File: src/gpio_pkg.sv
package gpio_pkg;

  // ****************************************
  // Bus geometry
  // ****************************************
  localparam int ADDR_W = 8;
  localparam int DATA_W = 32;
  localparam int BE_W   = 4;

  // ****************************************
  // Register byte offsets
  // ****************************************
  localparam logic [7:0] OFF_CD_DATA      = 8'h00;
  localparam logic [7:0] OFF_CD_DIR       = 8'h04;
  localparam logic [7:0] OFF_CM_DATA      = 8'h08;
  localparam logic [7:0] OFF_CM_DIR       = 8'h0C;
  localparam logic [7:0] OFF_CM_FSEL      = 8'h10;
  localparam logic [7:0] OFF_CS_DATA      = 8'h14;
  localparam logic [7:0] OFF_CS_DIR       = 8'h18;
  localparam logic [7:0] OFF_CS_FSEL      = 8'h1C;
  localparam logic [7:0] OFF_CT_DATA      = 8'h20;
  localparam logic [7:0] OFF_CT_DIR       = 8'h24;
  localparam logic [7:0] OFF_CT_FSEL      = 8'h28;
  localparam logic [7:0] OFF_DL_DATA      = 8'h2C;
  localparam logic [7:0] OFF_DL_DATA_LO   = 8'h30;
  localparam logic [7:0] OFF_DL_DATA_HI   = 8'h34;
  localparam logic [7:0] OFF_DL_DIR       = 8'h38;
  localparam logic [7:0] OFF_DL_DIR_LO    = 8'h3C;
  localparam logic [7:0] OFF_DL_DIR_HI    = 8'h40;
  localparam logic [7:0] OFF_DL_FSEL      = 8'h44;

  // ****************************************
  // Pin counts and reset values
  // ****************************************
  localparam int CD_PINS  = 4;
  localparam int CM_PINS  = 6;
  localparam int CS_PINS  = 8;
  localparam int CT_PINS  = 8;
  localparam int DL_PINS  = 16;
  localparam int ALL_PINS = CD_PINS + CM_PINS + CS_PINS + CT_PINS + DL_PINS;

  localparam logic [7:0]  DATA8_RESET  = 8'h00;
  localparam logic [7:0]  DIR8_RESET   = 8'hFF;
  localparam logic [7:0]  FSEL8_RESET  = 8'h00;
  localparam logic [15:0] DATA16_RESET = 16'h0000;
  localparam logic [15:0] DIR16_RESET  = 16'hFFFF;
  localparam logic [15:0] FSEL16_RESET = 16'h0000;

  // ****************************************
  // Pins that own a control function
  // ****************************************
  localparam logic [5:0] CM_CTRL_MASK = 6'h0F;
  localparam logic [5:0] CM_CTRL_OE_N = 6'h39;
  localparam logic [7:0] CS_CTRL_MASK = 8'h0F;
  localparam logic [7:0] CS_CTRL_OE_N = 8'hF0;
  localparam logic [7:0] CT_CTRL_MASK = 8'h53;
  localparam logic [7:0] CT_CTRL_OE_N = 8'hAC;

  // ****************************************
  // Bus controller carriers
  // ****************************************
  typedef struct packed {
    logic [15:0] ad_out;
    logic        ad_drive;
    logic        clock_output;
    logic        hold_acknowledge;
    logic [3:0]  chip_select;
    logic        write_strobe_0;
    logic        write_strobe_1;
    logic        read_strobe;
    logic        address_strobe;
  } bus_ctrl_out_type;

  typedef struct packed {
    logic [15:0] ad_in;
    logic        bus_wait;
    logic        bus_hold_request;
  } bus_ctrl_in_type;

  typedef enum logic [1:0] {
    SLV_IDLE = 2'b01,
    SLV_DONE = 2'b10
  } slave_state_type;

endpackage : gpio_pkg

File: src/bus_side_gpio_ports.sv
`timescale 1ns/1ps

// Functional notes
// - Port CD data: 8 bits, read gives pin levels, write sets outputs, byte access
// - Port CD direction per pin; CD pins are always plain I/O
// - Port CM has six pins with own data and direction bits
// - CM control mode: pin0 wait, pin1 clock out, pin2 hold ack, pin3 hold request
// - Port CM data: 8 bits, read gives pin levels, write sets outputs
// - CM, CS, CT direction registers: 8 bits, per pin, byte access
// - CM, CS, CT function select registers: 8 bits, per pin, byte access
// - Port CS eight pins; control mode pins 0..3 drive chip selects 0..3
// - Port CS data: 8 bits, read gives pin levels, write sets outputs
// - Port CT control mode: pins 0,1 write strobes, pin 4 read, pin 6 address strobe
// - Port CT data: 8 bits, read gives pin levels, write sets outputs
// - Port DL sixteen pins; control mode pin n carries address/data bit n
// - DL data whole only in 16-bit units; byte views accept byte access
// - DL bits 8..15 byte access goes through bits 0..7 of the upper view
// - DL direction 16 bits whole; lower and upper byte views accept byte access
// - DL function select bit 0 selects plain I/O, 1 selects address/data
module bus_side_gpio_ports (
  input  wire logic                              ref_clk,
  input  wire logic                              reset_n,
  input  wire logic [gpio_pkg::ADDR_W-1:0]       avs_address,
  input  wire logic                              avs_read,
  input  wire logic                              avs_write,
  input  wire logic [gpio_pkg::BE_W-1:0]         avs_byteenable,
  input  wire logic [gpio_pkg::DATA_W-1:0]       avs_writedata,
  output logic      [gpio_pkg::DATA_W-1:0]       avs_readdata,
  output logic                                   avs_waitrequest,
  input  wire logic [gpio_pkg::CD_PINS-1:0]      cd_pad_in,
  output logic      [gpio_pkg::CD_PINS-1:0]      cd_pad_out,
  output logic      [gpio_pkg::CD_PINS-1:0]      cd_pad_oe_n,
  input  wire logic [gpio_pkg::CM_PINS-1:0]      cm_pad_in,
  output logic      [gpio_pkg::CM_PINS-1:0]      cm_pad_out,
  output logic      [gpio_pkg::CM_PINS-1:0]      cm_pad_oe_n,
  input  wire logic [gpio_pkg::CS_PINS-1:0]      cs_pad_in,
  output logic      [gpio_pkg::CS_PINS-1:0]      cs_pad_out,
  output logic      [gpio_pkg::CS_PINS-1:0]      cs_pad_oe_n,
  input  wire logic [gpio_pkg::CT_PINS-1:0]      ct_pad_in,
  output logic      [gpio_pkg::CT_PINS-1:0]      ct_pad_out,
  output logic      [gpio_pkg::CT_PINS-1:0]      ct_pad_oe_n,
  input  wire logic [gpio_pkg::DL_PINS-1:0]      dl_pad_in,
  output logic      [gpio_pkg::DL_PINS-1:0]      dl_pad_out,
  output logic      [gpio_pkg::DL_PINS-1:0]      dl_pad_oe_n,
  input  wire gpio_pkg::bus_ctrl_out_type        bus_ctrl_out,
  output gpio_pkg::bus_ctrl_in_type              bus_ctrl_in
);

  // ****************************************
  // Helpers
  // ****************************************
  function automatic logic [7:0] merge8(input logic [7:0] old_v,
                                        input logic [7:0] new_v,
                                        input logic       lane_en);
    merge8 = lane_en ? new_v : old_v;
  endfunction : merge8
  // Per bit: control mode takes the controller value, else the port value
  function automatic logic [15:0] pick(input logic [15:0] mode,
                                       input logic [15:0] ctrl_v,
                                       input logic [15:0] port_v);
    pick = (mode & ctrl_v) | (~mode & port_v);
  endfunction : pick
  // ****************************************
  // Reset release and pin synchronisers
  // ****************************************
  logic                          rst_meta_q;
  logic                          rst_n;
  logic [gpio_pkg::ALL_PINS-1:0] pad_meta_q;
  logic [gpio_pkg::ALL_PINS-1:0] pad_sync_q;
  always_ff @(posedge ref_clk or negedge reset_n)
  begin
    if (!reset_n)
    begin
      rst_meta_q <= 1'b0;
      rst_n      <= 1'b0;
    end
    else
    begin
      rst_meta_q <= 1'b1;
      rst_n      <= rst_meta_q;
    end
  end
  always_ff @(posedge ref_clk or negedge rst_n)
  begin
    if (!rst_n)
    begin
      pad_meta_q <= '0;
      pad_sync_q <= '0;
    end
    else
    begin
      pad_meta_q <= {dl_pad_in, ct_pad_in, cs_pad_in, cm_pad_in, cd_pad_in};
      pad_sync_q <= pad_meta_q;
    end
  end
  logic [3:0]  cd_pin;
  logic [5:0]  cm_pin;
  logic [7:0]  cs_pin;
  logic [7:0]  ct_pin;
  logic [15:0] dl_pin;
  assign cd_pin = pad_sync_q[3:0];
  assign cm_pin = pad_sync_q[9:4];
  assign cs_pin = pad_sync_q[17:10];
  assign ct_pin = pad_sync_q[25:18];
  assign dl_pin = pad_sync_q[41:26];
  // ****************************************
  // Avalon slave: one wait cycle, then answer
  // ****************************************
  gpio_pkg::slave_state_type state_q;
  logic [7:0]                reg_addr;
  logic                      wr_go;
  logic [7:0]                wb0;
  logic [7:0]                wb1;
  logic                      be0;
  logic                      be_half;
  logic [31:0]               rd_mux;
  logic [7:0]  cd_data_q;
  logic [7:0]  cd_dir_q;
  logic [7:0]  cm_data_q;
  logic [7:0]  cm_dir_q;
  logic [7:0]  cm_fsel_q;
  logic [7:0]  cs_data_q;
  logic [7:0]  cs_dir_q;
  logic [7:0]  cs_fsel_q;
  logic [7:0]  ct_data_q;
  logic [7:0]  ct_dir_q;
  logic [7:0]  ct_fsel_q;
  logic [15:0] dl_data_q;
  logic [15:0] dl_dir_q;
  logic [15:0] dl_fsel_q;
  assign reg_addr = {avs_address[7:2], 2'b00};
  // Writes land only at the edge where the master sees waitrequest low
  assign wr_go    = avs_write && !avs_waitrequest;
  assign wb0      = avs_writedata[7:0];
  assign wb1      = avs_writedata[15:8];
  assign be0      = avs_byteenable[0];
  assign be_half  = (avs_byteenable[1:0] == 2'b11);
  always_comb
  begin
    rd_mux = '0;
    if (reg_addr == gpio_pkg::OFF_CD_DATA)
      rd_mux[3:0] = cd_pin;
    else if (reg_addr == gpio_pkg::OFF_CD_DIR)
      rd_mux[7:0] = cd_dir_q;
    else if (reg_addr == gpio_pkg::OFF_CM_DATA)
      rd_mux[5:0] = cm_pin;
    else if (reg_addr == gpio_pkg::OFF_CM_DIR)
      rd_mux[7:0] = cm_dir_q;
    else if (reg_addr == gpio_pkg::OFF_CM_FSEL)
      rd_mux[7:0] = cm_fsel_q;
    else if (reg_addr == gpio_pkg::OFF_CS_DATA)
      rd_mux[7:0] = cs_pin;
    else if (reg_addr == gpio_pkg::OFF_CS_DIR)
      rd_mux[7:0] = cs_dir_q;
    else if (reg_addr == gpio_pkg::OFF_CS_FSEL)
      rd_mux[7:0] = cs_fsel_q;
    else if (reg_addr == gpio_pkg::OFF_CT_DATA)
      rd_mux[7:0] = ct_pin;
    else if (reg_addr == gpio_pkg::OFF_CT_DIR)
      rd_mux[7:0] = ct_dir_q;
    else if (reg_addr == gpio_pkg::OFF_CT_FSEL)
      rd_mux[7:0] = ct_fsel_q;
    else if (reg_addr == gpio_pkg::OFF_DL_DATA)
      rd_mux[15:0] = dl_pin;
    else if (reg_addr == gpio_pkg::OFF_DL_DATA_LO)
      rd_mux[7:0] = dl_pin[7:0];
    else if (reg_addr == gpio_pkg::OFF_DL_DATA_HI)
      rd_mux[7:0] = dl_pin[15:8];
    else if (reg_addr == gpio_pkg::OFF_DL_DIR)
      rd_mux[15:0] = dl_dir_q;
    else if (reg_addr == gpio_pkg::OFF_DL_DIR_LO)
      rd_mux[7:0] = dl_dir_q[7:0];
    else if (reg_addr == gpio_pkg::OFF_DL_DIR_HI)
      rd_mux[7:0] = dl_dir_q[15:8];
    else if (reg_addr == gpio_pkg::OFF_DL_FSEL)
      rd_mux[15:0] = dl_fsel_q;
  end
  always_ff @(posedge ref_clk or negedge rst_n)
  begin
    if (!rst_n)
    begin
      state_q         <= gpio_pkg::SLV_IDLE;
      avs_waitrequest <= 1'b1;
      avs_readdata    <= '0;
    end
    else
    begin
      case (state_q)
        gpio_pkg::SLV_IDLE:
        begin
          if (avs_read || avs_write)
          begin
            state_q         <= gpio_pkg::SLV_DONE;
            avs_waitrequest <= 1'b0;
            avs_readdata    <= avs_read ? rd_mux : '0;
          end
        end
        default:
        begin
          state_q         <= gpio_pkg::SLV_IDLE;
          avs_waitrequest <= 1'b1;
        end
      endcase
    end
  end
  // ****************************************
  // Port CD registers
  // ****************************************
  always_ff @(posedge ref_clk or negedge rst_n)
  begin
    if (!rst_n)
    begin
      cd_data_q <= gpio_pkg::DATA8_RESET;
      cd_dir_q  <= gpio_pkg::DIR8_RESET;
    end
    else if (wr_go)
    begin
      if (reg_addr == gpio_pkg::OFF_CD_DATA)
        cd_data_q <= merge8(cd_data_q, wb0, be0);
      else if (reg_addr == gpio_pkg::OFF_CD_DIR)
        cd_dir_q <= merge8(cd_dir_q, wb0, be0);
    end
  end
  // ****************************************
  // Ports CM, CS, CT registers
  // ****************************************
  always_ff @(posedge ref_clk or negedge rst_n)
  begin
    if (!rst_n)
    begin
      {cm_data_q, cs_data_q, ct_data_q} <= {3{gpio_pkg::DATA8_RESET}};
      {cm_dir_q, cs_dir_q, ct_dir_q}    <= {3{gpio_pkg::DIR8_RESET}};
      {cm_fsel_q, cs_fsel_q, ct_fsel_q} <= {3{gpio_pkg::FSEL8_RESET}};
    end
    else if (wr_go)
    begin
      if (reg_addr == gpio_pkg::OFF_CM_DATA)
        cm_data_q <= merge8(cm_data_q, wb0, be0);
      else if (reg_addr == gpio_pkg::OFF_CM_DIR)
        cm_dir_q <= merge8(cm_dir_q, wb0, be0);
      else if (reg_addr == gpio_pkg::OFF_CM_FSEL)
        cm_fsel_q <= merge8(cm_fsel_q, wb0, be0);
      else if (reg_addr == gpio_pkg::OFF_CS_DATA)
        cs_data_q <= merge8(cs_data_q, wb0, be0);
      else if (reg_addr == gpio_pkg::OFF_CS_DIR)
        cs_dir_q <= merge8(cs_dir_q, wb0, be0);
      else if (reg_addr == gpio_pkg::OFF_CS_FSEL)
        cs_fsel_q <= merge8(cs_fsel_q, wb0, be0);
      else if (reg_addr == gpio_pkg::OFF_CT_DATA)
        ct_data_q <= merge8(ct_data_q, wb0, be0);
      else if (reg_addr == gpio_pkg::OFF_CT_DIR)
        ct_dir_q <= merge8(ct_dir_q, wb0, be0);
      else if (reg_addr == gpio_pkg::OFF_CT_FSEL)
        ct_fsel_q <= merge8(ct_fsel_q, wb0, be0);
    end
  end
  // ****************************************
  // Port DL registers
  // ****************************************
  // Whole-word views demand both low lanes; a partial write is dropped
  always_ff @(posedge ref_clk or negedge rst_n)
  begin
    if (!rst_n)
    begin
      dl_data_q <= gpio_pkg::DATA16_RESET;
      dl_dir_q  <= gpio_pkg::DIR16_RESET;
      dl_fsel_q <= gpio_pkg::FSEL16_RESET;
    end
    else if (wr_go)
    begin
      if (reg_addr == gpio_pkg::OFF_DL_DATA && be_half)
        dl_data_q <= avs_writedata[15:0];
      else if (reg_addr == gpio_pkg::OFF_DL_DATA_LO)
        dl_data_q[7:0] <= merge8(dl_data_q[7:0], wb0, be0);
      else if (reg_addr == gpio_pkg::OFF_DL_DATA_HI)
        dl_data_q[15:8] <= merge8(dl_data_q[15:8], wb0, be0);
      else if (reg_addr == gpio_pkg::OFF_DL_DIR && be_half)
        dl_dir_q <= {wb1, wb0};
      else if (reg_addr == gpio_pkg::OFF_DL_DIR_LO)
        dl_dir_q[7:0] <= merge8(dl_dir_q[7:0], wb0, be0);
      else if (reg_addr == gpio_pkg::OFF_DL_DIR_HI)
        dl_dir_q[15:8] <= merge8(dl_dir_q[15:8], wb0, be0);
      else if (reg_addr == gpio_pkg::OFF_DL_FSEL && be_half)
        dl_fsel_q <= {wb1, wb0};
    end
  end
  // ****************************************
  // Pin drive and control-mode override
  // ****************************************
  logic [5:0]  cm_mode;
  logic [7:0]  cs_mode;
  logic [7:0]  ct_mode;
  logic [15:0] cm_ctrl_v;
  logic [15:0] cs_ctrl_v;
  logic [15:0] ct_ctrl_v;
  logic [15:0] cm_out_d;
  logic [15:0] cm_oe_d;
  logic [15:0] cs_out_d;
  logic [15:0] cs_oe_d;
  logic [15:0] ct_out_d;
  logic [15:0] ct_oe_d;
  logic [15:0] dl_out_d;
  logic [15:0] dl_oe_d;
  // Pins without a control function ignore their select bit
  assign cm_mode = cm_fsel_q[5:0] & gpio_pkg::CM_CTRL_MASK;
  assign cs_mode = cs_fsel_q & gpio_pkg::CS_CTRL_MASK;
  assign ct_mode = ct_fsel_q & gpio_pkg::CT_CTRL_MASK;
  assign cm_ctrl_v = {12'h000, 1'b0, bus_ctrl_out.hold_acknowledge,
                      bus_ctrl_out.clock_output, 1'b0};
  assign cs_ctrl_v = {12'h000, bus_ctrl_out.chip_select};
  assign ct_ctrl_v = {8'h00, 1'b0, bus_ctrl_out.address_strobe, 1'b0,
                      bus_ctrl_out.read_strobe, 2'b00,
                      bus_ctrl_out.write_strobe_1,
                      bus_ctrl_out.write_strobe_0};
  assign cm_out_d = pick({10'h000, cm_mode}, cm_ctrl_v, {10'h000, cm_data_q[5:0]});
  assign cm_oe_d  = pick({10'h000, cm_mode}, {10'h000, gpio_pkg::CM_CTRL_OE_N},
                         {10'h000, cm_dir_q[5:0]});
  assign cs_out_d = pick({8'h00, cs_mode}, cs_ctrl_v, {8'h00, cs_data_q});
  assign cs_oe_d  = pick({8'h00, cs_mode}, {8'h00, gpio_pkg::CS_CTRL_OE_N},
                         {8'h00, cs_dir_q});
  assign ct_out_d = pick({8'h00, ct_mode}, ct_ctrl_v, {8'h00, ct_data_q});
  assign ct_oe_d  = pick({8'h00, ct_mode}, {8'h00, gpio_pkg::CT_CTRL_OE_N},
                         {8'h00, ct_dir_q});
  assign dl_out_d = pick(dl_fsel_q, bus_ctrl_out.ad_out, dl_data_q);
  assign dl_oe_d  = pick(dl_fsel_q, {16{~bus_ctrl_out.ad_drive}}, dl_dir_q);
  // One register stage on every pad output keeps them glitch free
  always_ff @(posedge ref_clk or negedge rst_n)
  begin
    if (!rst_n)
    begin
      {cd_pad_out, cm_pad_out, cs_pad_out, ct_pad_out, dl_pad_out}      <= '0;
      {cd_pad_oe_n, cm_pad_oe_n, cs_pad_oe_n, ct_pad_oe_n, dl_pad_oe_n} <= '1;
    end
    else
    begin
      cd_pad_out  <= cd_data_q[3:0];
      cd_pad_oe_n <= cd_dir_q[3:0];
      cm_pad_out  <= cm_out_d[5:0];
      cm_pad_oe_n <= cm_oe_d[5:0];
      cs_pad_out  <= cs_out_d[7:0];
      cs_pad_oe_n <= cs_oe_d[7:0];
      ct_pad_out  <= ct_out_d[7:0];
      ct_pad_oe_n <= ct_oe_d[7:0];
      dl_pad_out  <= dl_out_d;
      dl_pad_oe_n <= dl_oe_d;
    end
  end
  // ****************************************
  // Pin inputs toward the bus controller
  // ****************************************
  // Wait and hold request read as inactive unless the pin is handed to the controller; ad_in always follows the DL pins
  always_ff @(posedge ref_clk or negedge rst_n)
  begin
    if (!rst_n)
      bus_ctrl_in <= '0;
    else
    begin
      bus_ctrl_in.ad_in            <= dl_pin;
      bus_ctrl_in.bus_wait         <= cm_pin[0] & cm_mode[0];
      bus_ctrl_in.bus_hold_request <= cm_pin[3] & cm_mode[3];
    end
  end
endmodule : bus_side_gpio_ports

File: config.mk
export PLATFORM = sky130hd
export DESIGN_NAME = bus_side_gpio_ports
export DESIGN_NICKNAME = d
export VERILOG_FILES = /design/src/gpio_pkg.sv /design/src/bus_side_gpio_ports.sv
export SDC_FILE = /design/constraint.sdc
export NUM_CORES = 1
export LEC_CHECK = 0
export BUFFER_PORTS_ARGS = -buffer_cell sky130_fd_sc_hd__buf_2
export CORE_UTILIZATION = 45
export DETAILED_ROUTE_END_ITERATION = 16
export PLACE_DENSITY = 0.74
export SYNTH_ARGS = -nofsm -noshare
export SYNTH_HDL_FRONTEND = slang
export SYNTH_SLANG_ARGS = --single-unit
File: constraint.sdc
create_clock -name ref_clk -period 21.9 [get_ports ref_clk]
set_input_delay 1.095 -clock ref_clk [delete_from_list [all_inputs] [get_ports ref_clk]]
set_output_delay 1.095 -clock ref_clk [all_outputs]
set_load 0.01 [all_outputs]
# Word-level counts from Yosys, hierarchy flattened
# Cells that the tools add are included.
# word_totals
ff_bits,353
# classes
reduce_logical,30
bitwise_logic,41
muxes,89
eq_ne,22
# op_table
cell,n
$mux W16,48
$mux W8,33
$and A16 B16 Y16,4
$eq A6 B4 Y1 const B,8
$and A8 B8 Y8,4
$or A16 B16 Y16,2
$eq A6 B3 Y1 const B,4
$not A1 Y1,16
$not A16 Y16,1
$reduce_and A8 Y1,2
$reduce_and A7 Y1,2
$and A6 B6 Y6,2
$eq A6 B2 Y1 const B,2
$eq A6 B5 Y1 const B,2
$mux W12,1
$or A4 B6 Y6,2
$reduce_and A4 Y1,3
$reduce_and A6 Y1,2
$reduce_bool A2 Y1,6
$reduce_and A11 Y1,1
$mux W10,1
$reduce_and A10 Y1,1
$reduce_and A3 Y1,3
$reduce_and A9 Y1,1
23 further kinds,31

# Longest topological paths before layout
# logic_depth
word_depth,62
mapped_depth,9
depth_no_buf,5

# Worst setup path after synthesis
# OpenSTA, ideal clock, no wires.
# synth_path
kind,input-to-reg
startpoint,in avs_address[5] (netlist bit)
endpoint,reg dl_fsel_q[5]
cell_stages,8
setup_time_ns,0.125
arrival_ns,2.675
setup_slack_ns,19.100
path_cell_list,buf_4 nor3b_4 and3_1 buf_4 and4b_1 buf_4 buf_6 mux2_2
# synth_between
elab_chain_cells,4
elab_cells_between_ends,17
classes_between,eq/ne (7); bitwise (6); reduce/logical (4)
# synth_lines
item,line_no,text
"start, declared",bus_side_gpio_ports.sv:23,"input wire logic [gpio_pkg::ADDR_W-1:0] avs_address,"
$eq A6 B4 Y1 (on tied branches),"bus_side_gpio_ports.sv:277, bus_side_gpio_ports.sv:271",
$logic_and A1 B1 Y1 (on tied branches),"bus_side_gpio_ports.sv:277, bus_side_gpio_ports.sv:271",
$not A1 Y1 (no source line),--,
$reduce_and A8 Y1 (no source line) (*),--,
"end signal, assigned",bus_side_gpio_ports.sv:267,dl_fsel_q <= gpio_pkg::FSEL16_RESET;
"end signal, assigned",bus_side_gpio_ports.sv:284,"dl_fsel_q <= {wb1, wb0};"
"end, declared",bus_side_gpio_ports.sv:130,logic [15:0] dl_fsel_q;
# Mark *: on every way between the ends. The rest lies on a longest branch, timed or not.
# A chain may end at the register's enable or synchronous reset.

# Final worst setup path
# layout_path
startpoint,in avs_address[2] (netlist bit)
endpoint,reg dl_fsel_q[1]
# Same word-level chain as after synthesis.

==> results.md <==
* Post-place instance area at 0.0146 sq mm
* Top Registers: pad_meta_q (42), pad_sync_q (42), bus_ctrl_in (18)
* Yosys cell types at between 70 and 80
* Hold crit path type: primary input to asynchronous set/reset pin
* Largest net degree at the start of global routing at 194
* RD Place Congestion at 0.902
* Filler-free cell count of the finished design at 1574
* Die area at 0.0301 sq mm
* Crit start category: primary input
* Synthesized cell area at 0.0132 sq mm
* First-pass GRT wire length at 52000 um
* Initial antenna violation count at 0
* Post-CTS Setup Bufs at 0
* Drt drc at 0
* Worst Skew at 15.5 ps
* Avg Inst Size Synth at 13.9 sq um
* WS Path Type: primary input to flop
* CTS buffer count at 35
* DP HPWL at ~23000 um
* Clock transition at the registers of the reported paths at 60 ps
* Fin crit period at 3700 ps
* Outcome: finished, final reports clean
* Final Core Density at 0.547
* Setup TNS at 0 ps
* Crit path arrival time at 4090 ps
* Mapped Cells at 952
* Area of the multi-input gates at around 0.0043 sq mm
* RSZ-0062 raised after global routing: false
* Asr flop ratio synth at 1.00
* Critical Path RT at 22300 ps
* Final instance area at 0.0157 sq mm
* Initial drt markers at 666
* Final Total Pwr at approximately 1400 uW
* Max Freq at around 0.27 GHz
* Sequential share of the synthesized area at 0.644
* Routed vias at 8514
* PD cells at roughly 92 mW/mm^2
* IO buf count at ~220
* Die X at 173 um
* Critical Path Sink Type: flop
* Synth Flop Type: dfrtp_1
* Fin. max-slew vios at 0
* Layout cell share with drive strength beyond 1 at 0.459
* CTS H-tree depth at 2
* Max rail drop VDD at 0.0000582 V
* Clock Sinks at 336
* Leak at between 0.007 and 0.008 uW
* Nets at approximately 1.3k
* Worst skew pair latency at 520 ps
* CTS Buffer Depth at 3
* Initial core utilization at 0.459
* Post-CTS resize count at 0
* Hold Fails Final Rpt at 0
* Die H at 173 um
* Final wirelength at 33900 um
* # fillers at between 2k and 2.5k
* FF/Latch Area at roughly 0.0085 sq mm
* Inst Count DP at around 1.5k
* Setup-failing EPs final at 0
* I/O pin count at 252
* Pre-Repair DR Iteration Count at 7
* Wire per inst at 21.5 um
* Global route overflow at 0
* Vias/cell at 5.41
* N_diodes at 0
* Period utilisation layout at 0.169
* Antenna viol nets, final at 0
* Area delta synth->final at 19.0%
* CP max FO at between 60 and 70
* Total of max-cap violations at 0
* Relative slew margins at 0.316
* Core area at 0.0288 sq mm
* Synthesis-stage register bit count at 336
* EDFF count, synth at 0
* TritonCTS clock tree: done
* Row count at between 60 and 70
* Cts hold-fix bufs at 0
* CTS root buffer: clkbuf_16
* Number of global-route vias before repair at roughly 8.7k
* Syn. warnings at 0
* Slew @ Worst Pin at 1030 ps
* Tot GR Track Use at 0.230
synth_stat cells (all sizes together) (5+ instances only):
library cell	instances	share of area
clkbuf	21	0.0060
mux2	158	0.13
a32oi	6	0.0040
nor2	35	0.013
and3	5	0.0024
a21oi	29	0.012
nor2b	31	0.015
a22oi	14	0.0079
inv	20	0.0057
o2bb2ai	8	0.0053
nor3	7	0.0039
nand2	56	0.016
o21ai	32	0.012
and2	5	0.0024
nand3	25	0.0098
dfstp	91	0.18
buf	42	0.021
dfrtp	245	0.46
mux2i	30	0.023
a31oi	11	0.0052
nand2b	6	0.0028
a22o	9	0.0060
stage by stage:
stage | setup WS [ps] | hold slack [ps]
3_3_place_gp | 17690 | 332
6_report | 18200 | 346
3_5_place_dp | 17680 | 335
4_1_cts | 18230 | 336
2_1_floorplan | 12000 | 331
5_1_grt | 18070 | 341
layer usage:
metal  GRT usage  vias to the layer above  share of wire
li1            -                     3780              -
met1       0.310                     4334           0.42
met2       0.374                      330           0.49
met3      0.0397                       70          0.054
met4      0.0822                        0          0.032
met5           0                        -              0
layout make-up:
cell class	count	share of cell area
inverter	21	0.00501
clock inverter	16	0.0143
tap	384	0.0305
timing repair buffer	222	0.0725
sequential	336	0.542
multi-input combinational	547	0.275
clock buffer	48	0.0607
cell families (layout without fill, tap and decap cells):
| kind of cell | after synthesis | count (layout) | synth area share |
|---|---|---|---|
| buf+inv | 84 | 307 | 0.0327 |
| mux | 189 | 189 | 0.159 |
| compound gates | 146 | 146 | 0.0784 |
| simple gates | 195 | 195 | 0.0848 |
| flops | 336 | 336 | 0.644 |
| other cells | 2 | 17 | 0.000568 |
layout by cell type (no fill, tap or decap), drive strengths merged, types with 3 or more instances in the layout:
master / n
dfrtp: 245
buf: 222
mux2: 158
dfstp: 91
nand2: 56
clkbuf: 48
nor2: 35
o21ai: 32
nor2b: 31
mux2i: 30
a21oi: 29
nand3: 25
inv: 24
conb: 17
a22oi: 14
a31oi: 11
a22o: 9
o2bb2ai: 8
nor3: 7
nand2b: 6
a32oi: 6
clkinv: 6
and3: 5
bufinv: 5
and2: 5
a2111oi: 4
o221ai: 4
o22ai: 4
nand3b: 3
o311a: 3
o221a: 3
nor4: 3
worst paths after layout:
kind	to	cells after the start	startpoint	slack, ps
setup / recovery	dl_fsel_q[1]	6	avs_address[2]	18200
hold reg to reg	pad_sync_q[20]	0	pad_meta_q[20]	350
max in group asynchronous	pad_sync_q[36]	2	rst_n	19820
hold / removal	rst_n	1	reset_n	350
setup reg to reg	avs_readdata[14]	3	state_q[0]	19520
min in group ref_clk	pad_sync_q[20]	0	pad_meta_q[20]	350
power breakdown:
| group | total, uW | switching [uW] | internal, uW | leakage, uW |
|---|---|---|---|---|
| logic | 136 | 82.1 | 53.4 | 0.00281 |
| clock network | 609 | 242 | 368 | 0.000573 |
| registers | 700 | 26.2 | 674 | 0.00410 |
| total | 1440 | 350 | 1090 | 0.00748 |
critical path, cell delays in order:
cell and delay (ps):
buf_2 80, buf_4 550, nor2b_1 520, and3_1 550, and4b_1 830, mux2_2 410
No activity file was read; power rests on OpenSTA's default activity.
